--- config.mk ---
export PLATFORM = sky130hd
export DESIGN_NAME = lpcs_sequencer
export DESIGN_NICKNAME = d
export VERILOG_FILES = /design/src/hdl/lpcs_pkg.sv /design/src/hdl/lpcs_sequencer.sv
export VERILOG_INCLUDE_DIRS = /design/src /design/src/hdl
export SDC_FILE = /design/constraint.sdc
export NUM_CORES = 1
export LEC_CHECK = 0
export BUFFER_PORTS_ARGS = -buffer_cell sky130_fd_sc_hd__buf_2
export CAP_MARGIN = 30
export CORE_MARGIN = 1
export CORE_UTILIZATION = 60
export DETAILED_ROUTE_END_ITERATION = 16
export MAX_ROUTING_LAYER = met4
export PLACE_DENSITY = 0.82
export REMOVE_ABC_BUFFERS = 1
export SLEW_MARGIN = 20
export SYNTH_ARGS = -nofsm -noshare
export SYNTH_HDL_FRONTEND = slang
export SYNTH_SLANG_ARGS = --single-unit
--- constraint.sdc ---
create_clock -name aclk -period 6.3 [get_ports aclk]
set_input_delay 0 -clock aclk [delete_from_list [all_inputs] [get_ports aclk]]
set_output_delay 0 -clock aclk [all_outputs]
set_load 0.05 [all_outputs]
--- src/hdl/lpcs_defs.svh ---
// Constants of the line printer character sequencer: offsets, fields, resets, timings.
// Assumes inclusion by bare name from the package and the design module.
`ifndef LPCS_DEFS_SVH
`define LPCS_DEFS_SVH

// Register byte offsets
`define LPCS_OFF_CTRL     4'h0
`define LPCS_OFF_DATA_LO  4'h4
`define LPCS_OFF_DATA_HI  4'h8
`define LPCS_OFF_SEQ      4'hC

// Control word: status fields in [8:0], init request in bit 9
`define LPCS_INIT_BIT     9
`define LPCS_ST_W         9
`define LPCS_ST_RESET     9'h000
// Sequence word fields
`define LPCS_SEQ_COL_LSB  0
`define LPCS_SEQ_FLG_LSB  8
`define LPCS_SEQ_CNT_LSB  14
`define LPCS_SEQ_RDY_BIT  17

// Character and shift counter figures
`define LPCS_CHAR_W       7
`define LPCS_NCHAR        5
`define LPCS_CNT_LAST     3'h4
`define LPCS_SPACE_CODE   7'h20
`define LPCS_TAB_CODE     7'h09

// Fixed delays in nanoseconds
`define LPCS_T_INIT_NS    1000
`define LPCS_T_LOAD_NS    2200
`define LPCS_T_STRB_NS    2500
`define LPCS_T_CYC_NS     4000
`define LPCS_T_ARM_NS     1000

// AXI responses
`define LPCS_RESP_OKAY    2'h0
`define LPCS_RESP_SLVERR  2'h2

`endif

--- src/hdl/lpcs_pkg.sv ---
// Types of the line printer character sequencer.
// Assumes lpcs_defs.svh on the include path.
`include "lpcs_defs.svh"

package lpcs_pkg;

	// Status word as read back by software
	typedef struct packed {
		logic       err_en;
		logic       busy;
		logic       done;
		logic [2:0] irq_b;
		logic [2:0] irq_a;
	} lpcs_status_s;

	// Sequencing flags
	typedef struct packed {
		logic alternate;
		logic clear_pending;
		logic shift_ready_a;
		logic shift_ready_b;
		logic load_settled;
		logic forced_print;
	} lpcs_flags_s;

	// Character classes found by the decoder
	typedef enum logic [2:0] {
		CT_PRINT,
		CT_SPACE,
		CT_PSPACE,
		CT_HTAB,
		CT_ILLEGAL
	} lpcs_ctype_e;

endpackage : lpcs_pkg

--- src/hdl/lpcs_sequencer.sv ---
// Line printer character sequencer: AXI4-Lite register slave, five-character
// shift buffer, character decoder, fixed-delay timers and printer handshake.
// Assumes one 50 MHz clock, synchronous active-low reset, asynchronous printer pins.
`timescale 1ns/100ps
`include "lpcs_defs.svh"

module lpcs_sequencer
	import lpcs_pkg::*;
#(
	parameter int CLK_MHZ = 50
) (
	// Clock and reset
	input  wire logic        aclk,
	input  wire logic        aresetn,
	// AXI4-Lite write address and data
	input  wire logic [3:0]  s_axi_awaddr,
	input  wire logic        s_axi_awvalid,
	output logic             s_axi_awready,
	input  wire logic [31:0] s_axi_wdata,
	input  wire logic [3:0]  s_axi_wstrb,
	input  wire logic        s_axi_wvalid,
	output logic             s_axi_wready,
	// AXI4-Lite write response
	output logic [1:0]       s_axi_bresp,
	output logic             s_axi_bvalid,
	input  wire logic        s_axi_bready,
	// AXI4-Lite read
	input  wire logic [3:0]  s_axi_araddr,
	input  wire logic        s_axi_arvalid,
	output logic             s_axi_arready,
	output logic [31:0]      s_axi_rdata,
	output logic [1:0]       s_axi_rresp,
	output logic             s_axi_rvalid,
	input  wire logic        s_axi_rready,
	// Printer mechanism
	input  wire logic        printer_ready,
	input  wire logic        printer_fault,
	output logic [6:0]       printer_data,
	output logic             printer_strobe,
	output logic             printer_space_cmd,
	output logic             printer_print_cmd,
	output logic             printer_memory_clear,
	// Interrupt channel requests, one line per channel
	output logic [7:1]       irq_channel_req
);

	localparam int NT     = 5;
	localparam int TW     = 16;
	localparam int BUF_W  = `LPCS_CHAR_W * `LPCS_NCHAR;
	localparam int T_INIT = 0;
	localparam int T_LOAD = 1;
	localparam int T_STRB = 2;
	localparam int T_CYC  = 3;
	localparam int T_ARM  = 4;

	// Least times round up to whole cycles, never below one
	function automatic int tcycles(input int ns);
		int c;
		c = (ns * CLK_MHZ + 999) / 1000;
		return (c < 1) ? 1 : c;
	endfunction : tcycles

	function automatic int tsel(input int idx);
		int ns;
		ns = `LPCS_T_ARM_NS;
		case (idx)
			T_INIT:  ns = `LPCS_T_INIT_NS;
			T_LOAD:  ns = `LPCS_T_LOAD_NS;
			T_STRB:  ns = `LPCS_T_STRB_NS;
			T_CYC:   ns = `LPCS_T_CYC_NS;
			default: ns = `LPCS_T_ARM_NS;
		endcase
		return tcycles(ns);
	endfunction : tsel

	// Character class decode
	function automatic lpcs_ctype_e decode(input logic [6:0] c);
		if (c >= 7'h20 && c <= 7'h5F)
			return CT_PRINT;
		else if (c >= 7'h10 && c <= 7'h14)
			return CT_SPACE;
		else if (c >= 7'h0A && c <= 7'h0C)
			return CT_PSPACE;
		else if (c == `LPCS_TAB_CODE)
			return CT_HTAB;
		else
			return CT_ILLEGAL;
	endfunction : decode

	// Channel number to request line, zero means polled only
	function automatic logic [7:1] chan_line(input logic [2:0] ch, input logic req);
		logic [7:1] v;
		v = 7'h00;
		for (int i = 1; i <= 7; i++)
			if (req && ch == 3'(i))
				v[i] = 1'b1;
		return v;
	endfunction : chan_line

	initial begin
		if (CLK_MHZ < 1 || tcycles(`LPCS_T_CYC_NS) >= (1 << TW))
			$error("lpcs_sequencer: CLK_MHZ out of range");
	end

	lpcs_status_s     st_r;
	lpcs_flags_s      fl_r;
	logic [BUF_W-1:0] buf_r;
	logic [2:0]       cnt_r;
	logic [7:0]       col_r;
	logic [2:0]       hi_r;
	lpcs_ctype_e      ctype_r;
	logic [1:0]       rdy_sync_r;
	logic [1:0]       flt_sync_r;
	logic [NT-1:0]    t_start;
	logic [NT-1:0]    t_fire;
	logic [NT-1:0]    t_run;

	logic        wr_go;
	logic        control_out_instr_wr;
	logic        init_req;
	logic        data_out_instr_wr;
	logic        ready_s;
	logic        fault_s;
	logic        go;
	lpcs_ctype_e ctype;
	logic        tab_stop;
	logic        run_cycle;
	logic        advance;
	logic        completion;
	logic        tab_rearm;
	logic        int_strobe;

	// Pin inputs pass two flip-flops before use
	always_ff @(posedge aclk) begin
		if (!aresetn) begin
			rdy_sync_r <= 2'h0;
			flt_sync_r <= 2'h0;
		end else begin
			rdy_sync_r <= {rdy_sync_r[0], printer_ready};
			flt_sync_r <= {flt_sync_r[0], printer_fault};
		end
	end
	assign ready_s = rdy_sync_r[1];
	assign fault_s = flt_sync_r[1];

	// Address and data are taken together, so no half-write is ever held
	assign s_axi_awready = s_axi_awvalid & s_axi_wvalid & ~s_axi_bvalid;
	assign s_axi_wready  = s_axi_awready;
	assign s_axi_arready = ~s_axi_rvalid;
	assign wr_go    = s_axi_awready & (s_axi_wstrb == 4'hF);
	assign control_out_instr_wr  = wr_go & (s_axi_awaddr == `LPCS_OFF_CTRL);
	assign init_req = control_out_instr_wr & s_axi_wdata[`LPCS_INIT_BIT];
	assign data_out_instr_wr = wr_go & (s_axi_awaddr == `LPCS_OFF_DATA_LO);

	// Write response
	always_ff @(posedge aclk) begin
		if (!aresetn) begin
			s_axi_bvalid <= 1'b0;
			s_axi_bresp  <= `LPCS_RESP_OKAY;
		end else if (s_axi_awready) begin
			s_axi_bvalid <= 1'b1;
			s_axi_bresp  <= (s_axi_awaddr == `LPCS_OFF_SEQ) ? `LPCS_RESP_SLVERR
				: `LPCS_RESP_OKAY;
		end else if (s_axi_bready) begin
			s_axi_bvalid <= 1'b0;
		end
	end

	// Read answer; all four word offsets are mapped, and a misaligned offset is answered with SLVERR
	always_ff @(posedge aclk) begin
		if (!aresetn) begin
			s_axi_rvalid <= 1'b0;
			s_axi_rdata  <= 32'h0000_0000;
			s_axi_rresp  <= `LPCS_RESP_OKAY;
		end else if (s_axi_arvalid && s_axi_arready) begin
			s_axi_rvalid <= 1'b1;
			s_axi_rresp  <= (s_axi_araddr[1:0] != 2'h0) ? `LPCS_RESP_SLVERR
				: `LPCS_RESP_OKAY;
			unique case (s_axi_araddr[3:2])
				2'h0: s_axi_rdata <= {23'h000000, st_r};
				2'h1: s_axi_rdata <= buf_r[31:0];
				2'h2: s_axi_rdata <= {29'h00000000, hi_r};
				2'h3: s_axi_rdata <= {14'h0000, ready_s, cnt_r, fl_r, col_r};
			endcase
		end else if (s_axi_rready) begin
			s_axi_rvalid <= 1'b0;
		end
	end

	// Upper three data bits are staged before the low word triggers the load
	always_ff @(posedge aclk) begin
		if (!aresetn)
			hi_r <= 3'h0;
		else if (wr_go && s_axi_awaddr == `LPCS_OFF_DATA_HI)
			hi_r <= s_axi_wdata[2:0];
	end

	// One delay counter per timed path; a new start restarts it
	generate
		for (genvar g = 0; g < NT; g++) begin : g_tmr
			logic [TW-1:0] tc_r;
			logic          run_r;
			always_ff @(posedge aclk) begin
				if (!aresetn) begin
					tc_r  <= '0;
					run_r <= 1'b0;
				end else if (t_start[g]) begin
					tc_r  <= TW'(tsel(g) - 1);
					run_r <= 1'b1;
				end else if (run_r) begin
					if (tc_r == '0)
						run_r <= 1'b0;
					else
						tc_r <= tc_r - 1'b1;
				end
			end
			assign t_fire[g] = run_r & (tc_r == '0);
			assign t_run[g]  = run_r;
		end
	endgenerate

	// Sequencing decisions
	assign ctype      = decode(buf_r[6:0]);
	assign tab_stop   = (col_r[2:0] == 3'h7);
	assign go         = fl_r.load_settled & fl_r.shift_ready_a & fl_r.shift_ready_b
		& ready_s;
	assign int_strobe = go & (ctype == CT_PRINT || ctype == CT_HTAB);
	assign run_cycle  = go & ~(ctype == CT_HTAB && !tab_stop);
	assign advance    = t_fire[T_CYC] & (cnt_r < `LPCS_CNT_LAST);
	// A stopping tab is re-armed by its own cycle; arming it here too would repeat it
	assign tab_rearm  = t_fire[T_STRB] & (ctype_r == CT_HTAB) & ~t_run[T_CYC];
	assign completion = (t_fire[T_CYC] & (cnt_r == `LPCS_CNT_LAST))
		| (fl_r.clear_pending & ready_s);

	assign t_start[T_INIT] = init_req;
	assign t_start[T_LOAD] = data_out_instr_wr;
	assign t_start[T_STRB] = int_strobe;
	assign t_start[T_CYC]  = run_cycle;
	assign t_start[T_ARM]  = advance | tab_rearm;

	// Status register; hardware completion is applied last so it wins
	always_ff @(posedge aclk) begin
		if (!aresetn) begin
			st_r <= lpcs_status_s'(`LPCS_ST_RESET);
		end else begin
			if (control_out_instr_wr)
				st_r <= lpcs_status_s'(s_axi_wdata[`LPCS_ST_W-1:0]);
			if (t_fire[T_INIT]) begin
				st_r.busy <= 1'b1;
				st_r.done <= 1'b0;
			end
			if (data_out_instr_wr) begin
				st_r.busy <= 1'b1;
				st_r.done <= 1'b0;
			end
			if (completion) begin
				st_r.busy <= 1'b0;
				st_r.done <= 1'b1;
			end
		end
	end

	// Sequencing flags; later events in the same cycle take priority
	always_ff @(posedge aclk) begin
		if (!aresetn) begin
			fl_r <= '0;
		end else begin
			if (init_req)
				fl_r <= '0;
			if (t_fire[T_INIT])
				fl_r.clear_pending <= 1'b1;
			if (fl_r.clear_pending && ready_s)
				fl_r.clear_pending <= 1'b0;
			if (data_out_instr_wr) begin
				fl_r.load_settled  <= 1'b0;
				fl_r.shift_ready_a <= 1'b1;
				fl_r.shift_ready_b <= 1'b1;
			end
			if (t_fire[T_LOAD])
				fl_r.load_settled <= 1'b1;
			if (go) begin
				fl_r.shift_ready_a <= 1'b0;
				fl_r.shift_ready_b <= 1'b0;
			end
			if (advance || tab_rearm)
				fl_r.shift_ready_b <= 1'b1;
			if (t_fire[T_ARM])
				fl_r.shift_ready_a <= 1'b1;
		end
	end

	// Shift buffer and shift counter; the top group is kept, not refilled
	always_ff @(posedge aclk) begin
		if (!aresetn) begin
			buf_r <= '0;
			cnt_r <= 3'h0;
		end else if (data_out_instr_wr) begin
			buf_r <= {hi_r, s_axi_wdata};
			cnt_r <= 3'h0;
		end else if (init_req) begin
			cnt_r <= `LPCS_CNT_LAST;
		end else if (advance) begin
			buf_r <= {buf_r[BUF_W-1 -: 7], buf_r[BUF_W-1:7]};
			cnt_r <= cnt_r + 3'h1;
		end
	end

	// Column counter
	always_ff @(posedge aclk) begin
		if (!aresetn)
			col_r <= 8'h00;
		else if (t_fire[T_INIT] || (go && ctype == CT_PSPACE))
			col_r <= 8'h00;
		else if (int_strobe)
			col_r <= col_r + 8'h01;
	end

	// Printer outputs: data latched at go, commands as one-cycle pulses
	always_ff @(posedge aclk) begin
		if (!aresetn) begin
			ctype_r              <= CT_ILLEGAL;
			printer_data         <= 7'h00;
			printer_strobe       <= 1'b0;
			printer_space_cmd    <= 1'b0;
			printer_print_cmd    <= 1'b0;
			printer_memory_clear <= 1'b0;
		end else begin
			printer_strobe       <= t_fire[T_STRB]
				& (ctype_r == CT_PRINT || ctype_r == CT_HTAB);
			printer_space_cmd    <= go & (ctype == CT_SPACE);
			printer_print_cmd    <= go & (ctype == CT_PSPACE);
			printer_memory_clear <= t_fire[T_INIT];
			if (go) begin
				ctype_r <= ctype;
				unique case (ctype)
					CT_PRINT:   printer_data <= {1'b0, buf_r[5:0]};
					CT_SPACE,
					CT_PSPACE:  printer_data <= {4'h0, buf_r[2:0]};
					CT_HTAB:    printer_data <= `LPCS_SPACE_CODE;
					CT_ILLEGAL: printer_data <= printer_data;
				endcase
			end
		end
	end

	// Interrupt requests on the assigned channels
	always_ff @(posedge aclk) begin
		if (!aresetn)
			irq_channel_req <= 7'h00;
		else
			irq_channel_req <= chan_line(st_r.irq_a, st_r.done)
				| chan_line(st_r.irq_b, st_r.err_en & fault_s);
	end

endmodule : lpcs_sequencer

# Yosys cells after proc, flatten, opt, wreduce, memory -nomap -nowiden
# Cells that the tools add are included.
[word_totals]
word_cells = 292
latch_bits = 0
n_memories = 0
romBits = 0
ramBits = 0
in_bits = 53
regBits = 210
out_inout_bits = 59
[op_classes]
n_reduce_logical = 74
n_addsub = 7
order_cmp = 7
n_bitwise = 39
n_shift = 0
div_mod_pow = 0
n_eq_ne = 35
mux = 86
mul = 0
[op_table]
columns = ["op", "count"]
rows = [
  ["case mux 32 bit (4 select lines)", 1],
  ["zero test 16 bit", 5],
  ["subtractor 16 x 1 -> 16 bit, second input constant", 5],
  ["2-to-1 mux 28 bit", 2],
  ["2-to-1 mux 1 bit", 52],
  ["2-to-1 mux 7 bit", 6],
  ["2-to-1 mux 6 bit", 6],
  ["2-to-1 mux 35 bit", 1],
  ["equality test 3 bit, second input constant", 11],
  ["2-to-1 mux 8 bit", 4],
  ["bitwise AND 1 bit", 25],
  ["AND reduction 2 bit", 12],
  ["logical AND 1 bit", 22],
  ["nonzero test 2 bit", 11],
  ["equality test 3 x 2 -> 1 bit, second input constant", 7],
  ["2-to-1 mux 3 bit", 7],
  ["case mux 7 bit (3 select lines)", 1],
  ["OR reduction 2 bit", 9],
  ["equality test 4 bit, second input constant", 3],
  ["nonzero test 4 bit", 3],
  ["inverter 1 bit", 11],
  ["2-to-1 mux 2 bit", 5],
  ["!= test 2 bit, second input constant", 5],
  ["equality test 3 x 1 -> 1 bit, second input constant", 3],
  ["other kinds (24)", 31],
]

# Logic depth before layout (Yosys ltp)
[depth]
word_depth = 11
depth_mapped = 8
mapped_depth_nobuf = 7

# Worst setup path before layout
# No wires, ideal clock.
[synth_timing]
kind = "register to register"
start = "register s_axi_bvalid"
end = "register g_tmr[1].tc_r[10]"
path_buffers = 1
path_stages_with_launch = 7
setup_time_ns = 0.118
synth_period_minus_slack_ns = 2.250
arrival_time_ns = 2.132
path_slack_ns = 4.050
required_ns = 6.182
path_cell_list = "dfxtp_1 > nand3b_1 > nor4_1 > nand2_1 > nand2_1 > buf_2 > nor2_1"
[synth_via]
elab_chain_cells = 5
[synth_lines]
columns = ["element", "line", "rtl"]
rows = [
  ["from (decl)", "lpcs_sequencer.sv:25", "output logic s_axi_bvalid,"],
  ["from (signal assigned)", "lpcs_sequencer.sv:158", "s_axi_bvalid <= 1'b0;"],
  ["from (signal assigned)", "lpcs_sequencer.sv:161", "s_axi_bvalid <= 1'b1;"],
  ["from (signal assigned)", "lpcs_sequencer.sv:165", "s_axi_bvalid <= 1'b0;"],
  ["inverter 1 bit", "lpcs_sequencer.sv:147", "assign s_axi_awready = s_axi_awvalid & s_axi_wvalid & ~s_axi_bvalid;"],
  ["bitwise AND 1 bit", "lpcs_sequencer.sv:147", ""],
  ["bitwise AND 1 bit", "lpcs_sequencer.sv:150", "assign wr_go = s_axi_awready & (s_axi_wstrb == 4'hF);"],
  ["bitwise AND 1 bit", "lpcs_sequencer.sv:153", "assign data_out_instr_wr = wr_go & (s_axi_awaddr == `LPCS_OFF_DATA_LO);"],
  ["OR reduction 2 bit (no line)", "--", ""],
  ["to (signal assigned)", "lpcs_sequencer.sv:208", "tc_r <= TW'(tsel(g) - 1);"],
  ["to (signal assigned)", "lpcs_sequencer.sv:214", "tc_r <= tc_r - 1'b1;"],
  ["to (decl)", "lpcs_sequencer.sv:201", "logic [TW-1:0] tc_r;"],
]
# No other way between the ends.
# A chain may end at the register's enable or synchronous reset.

# Worst setup path after layout
[layout_timing]
start = "register g_tmr[3].tc_r[8]"
end = "register buf_r[4]"
[layout_via]
elab_chain_cells = 5
[layout_lines]
columns = ["element", "line", "rtl"]
rows = [
  ["from (decl)", "lpcs_sequencer.sv:201", ""],
  ["from (signal assigned)", "lpcs_sequencer.sv:208", ""],
  ["from (signal assigned)", "lpcs_sequencer.sv:214", ""],
  ["zero test 16 bit", "lpcs_sequencer.sv:217", "assign t_fire[g] = run_r & (tc_r == '0);"],
  ["bitwise AND 1 bit", "lpcs_sequencer.sv:217", ""],
  ["bitwise AND 1 bit", "lpcs_sequencer.sv:229", "assign advance = t_fire[T_CYC] & (cnt_r < `LPCS_CNT_LAST);"],
  ["nonzero test 2 bit (no line)", "--", ""],
  ["AND reduction 2 bit (no line)", "--", ""],
  ["to (signal assigned)", "lpcs_sequencer.sv:298", "buf_r <= {hi_r, s_axi_wdata};"],
  ["to (signal assigned)", "lpcs_sequencer.sv:303", "buf_r <= {buf_r[BUF_W-1 -: 7], buf_r[BUF_W-1:7]};"],
  ["to (decl)", "lpcs_sequencer.sv:107", "logic [BUF_W-1:0] buf_r;"],
]
# No other way between the ends.

==> results.txt <==
----------------------------------------------------
[STA]
  Final Skew ... 0.0131 ns
  Tmin final ... 3.07 ns
  Final hold violation count ... 0
  Total Negative Setup Slacks ... 0 ns
  Max Slew Vio Count ... 0
  Setup repair after global routing missed its margin ... false
  Final period utilization ... 0.488
  Endpoints failing setup ... 0
  Max Clock Freq ... 0.325 GHz
  Transition time at the pin with the least slew margin ... 1.04 ns
  Relative slew slack ... 0.309

[Logic synthesis]
  Number of library cell types mapped by synthesis ... 68
  Share of async-settable or async-resettable flops after synthesis ... 0
  Area share of the largest cell type after synthesis ... 0.442
  Most common flop cell mapped by yosys ... dfxtp_1
  Dominant cells by area after synthesis ... dfxtp_1 (44%), nor2_1 (5.5%), mux2i_1 (5.1%), a21oi_1 (4.5%), xnor2_1 (3.9%)
  Leading cell type by number of instances after synthesis ... dfxtp_1
  Summed instance area of the synthesized netlist ... 9370 um^2
  Avg Inst Size Synth ... 8.92 um^2
  Library cell with the largest summed area after synthesis ... dfxtp_1
  Number of synthesized flops with an enable pin ... 0
  Synthesized netlist cell count ... 1050
  Sequential cell area fraction in the yosys report ... 0.442
  Top cells by count, synth ... dfxtp_1 (207), nor2_1 (137), a21oi_1 (84), nand2_1 (73), mux2i_1 (48)
  Number of register bits inferred by synthesis ... 207
  Syn. warnings ... 0

[Layout]
  Nets ... 1236
  Fraction of layout cells with a size suffix above 1 ... 0.161
  Footprint of the multi-input gates ... 4890 um^2
  Combined flip-flop and latch cell area ... 4140 um^2
  Ant diodes ... 0
  Fill cells ... 1084
  Post-synthesis to final-layout area growth ... 18.5%

[Place]
  Port Buf Inserts ... 108
  Routability Congestion ... 0.822
  Dpl hpwl ... 14600 um

[Detailed routing]
  Count of routing violations after the opening detailed-route iteration ... 649
  DR vias ... 8384
  Total Wirelength ... 23400 um
  Number of remaining DRC errors ... 0
  Mean number of vias per cell ... 6.09
  Post-detailed-route wirelength per cell ... 17.0 um
  Residual antenna-violating net count after detailed routing ... 0
  Count of TritonRoute iterations in the first routing pass ... 6

[Floorplan]
  Core Rows ... 45
  Initial standard-cell utilization of the core ... 0.616
  Die width ... 127 um
  Area of the die ... 16100 um^2
  I/O pin cnt ... 112
  Die Y ... 127 um
  Core region area ... 15200 um^2

[Clock network]
  Post-CTS Setup Inserts ... 0
  Post-CTS clock slew at the launch and capture registers of the worst setup and hold paths ... 0.06 ns
  Clock Path Buffers ... 3
  Count of H-tree levels built during CTS ... 1
  Clock latency of the later-clocked register in the worst-skew pair ... 0.50 ns
  CTS tree ... yes
  Total CTS buffers ... 21
  # clock sinks ... 207
  Clock root buffer ... clkbuf_16

[Setup path]
  Nature of the critical path endpoint ... flop
  Required @ worst endpoint ... 6.63 ns
  Max Fanout on Critical Path ... 29
  Startpoint Class ... flop
  Start-to-end type of the worst setup path ... reg2reg
  Critical path data arrival time ... 3.40 ns

[Global route]
  Maximum number of pins on one net before global-route repair ... 88
  Number of global-route vias before repair ... 7811
  GRT Overall Usage ... 0.294
  Antenna violations before repair ... 0
  First-pass GRT wire length ... 37900 um
  Sum of overflow across all layers after global routing ... 0

[Min path]
  Hold crit path type ... in2reg

[Status]
  Outcome ... complete, no violations

[Flow run]
  Max cap viols ... 0

[Pwr]
  Leakage ... 4.28 nW
  Power Dens Cells ... 247 nW/um^2
  Overall power of the completed layout ... 2.74 mW
  Max IR drop VDD ... 0.000242 V

----------------------------------------------------
-- cell families after synthesis --
group / share of synthesized area
AOI/OAI and AO/OA: 0.150
other: 0.000400
muxes: 0.0717
DFF: 0.442
buffers and inverters: 0.0374
and+or+nand+nor: 0.224
xor gates and xnor gates: 0.0617
adders and majority gates: 0.0120
-- path summary, 6_finish.rpt --
kind	end	cells past startpoint	slack, ns	start
max	buf_r[4]$_SDFFE_PN0P_	6	3.23	g_tmr[3].tc_r[8]$_SDFFE_PP0P_
min	s_axi_bvalid$_SDFFE_PN0P_	3	0.04	s_axi_awvalid
max reg2reg	buf_r[4]$_SDFFE_PN0P_	6	3.23	g_tmr[3].tc_r[8]$_SDFFE_PP0P_
min reg2reg	rdy_sync_r[1]$_SDFF_PN0_	1	0.43	rdy_sync_r[0]$_SDFF_PN0_
-- metal layers --
metal	share of wire	up-vias	GRT usage
met3	0.067	48	0.0422
li1	-	4029	-
met4	0.027	0	0.0959
met2	0.49	317	0.490
met5	0	-	-
met1	0.42	3990	0.368
-- area by class of cell --
| cell class | instances | area share |
|---|---|---|
| Clock buffer | 32 | 0.0574 |
| Clock inverter | 6 | 0.00778 |
| Inverter | 19 | 0.00642 |
| Multi-Input combinational cell | 765 | 0.441 |
| Sequential cell | 207 | 0.373 |
| Tap cell | 188 | 0.0212 |
| Timing Repair Buffer | 160 | 0.0930 |
-- metrics by stage --
step                hold WS (ns)  cell area [um^2]   util  setup slack, ns  cells
floorplan                 0.0762              9100      -            0.502    991
global placement           0.191              9930  0.653             3.41   1293
detailed placement         0.197              9930  0.653             3.30   1294
CTS                       0.0356             11100  0.729             3.28   1375
global route              0.0605             11100  0.730             3.05   1377
finish                    0.0446             11100  0.730             3.23   1377
-- timing repair --
item                      in CTS  in global routing
gates resized for setup        0                  0
hold endpoints to repair      52                  0
hold buffers                  43                  0
-- state kept, by name (all words and copies together), names as in the netlist --
register	flops
printer_memory_clear	1
cnt_r	3
printer_data	6
printer_strobe	1
s_axi_rdata	32
g_tmr.run_r	5
printer_print_cmd	1
ctype_r	3
fl_r	4
s_axi_bresp	1
hi_r	3
s_axi_rresp	1
printer_space_cmd	1
irq_channel_req	7
g_tmr.tc_r	80
rdy_sync_r	2
s_axi_rvalid	1
flt_sync_r	2
st_r	9
buf_r	35
s_axi_bvalid	1
col_r	8
-- power by group --
group | switching (mW) | internal (mW)
sequential | 0.00371 | 1.31
clock | 0.512 | 0.780
combinational | 0.0821 | 0.0463
total | 0.598 | 2.14
-- critical path: stages, from the launching register on --
cell	delay (ns)
dfxtp_1	0.36
nor4_4	0.41
nand4_1	0.39
nor4b_4	0.34
buf_4	0.37
or2_1	0.85
a21oi_1	0.17
-- placed cells by master (no fill, tap or decap), types with 11 or more instances in the layout --
cell type and count:
dfxtp_1 207, nor2_1 137, buf_2 108, a21oi_1 84
nand2_1 73, mux2i_1 48, dlygate4sd3_1 43, xnor2_1 42
nor3_1 31, o31ai_1 31, nand3_1 30, o21ai_0 28
xor2_1 24, a22oi_1 23, nor4_1 22, clkbuf_16 21
inv_1 18, or3_1 13, mux2_2 11
No activity file was read; power rests on OpenSTA's default activity.
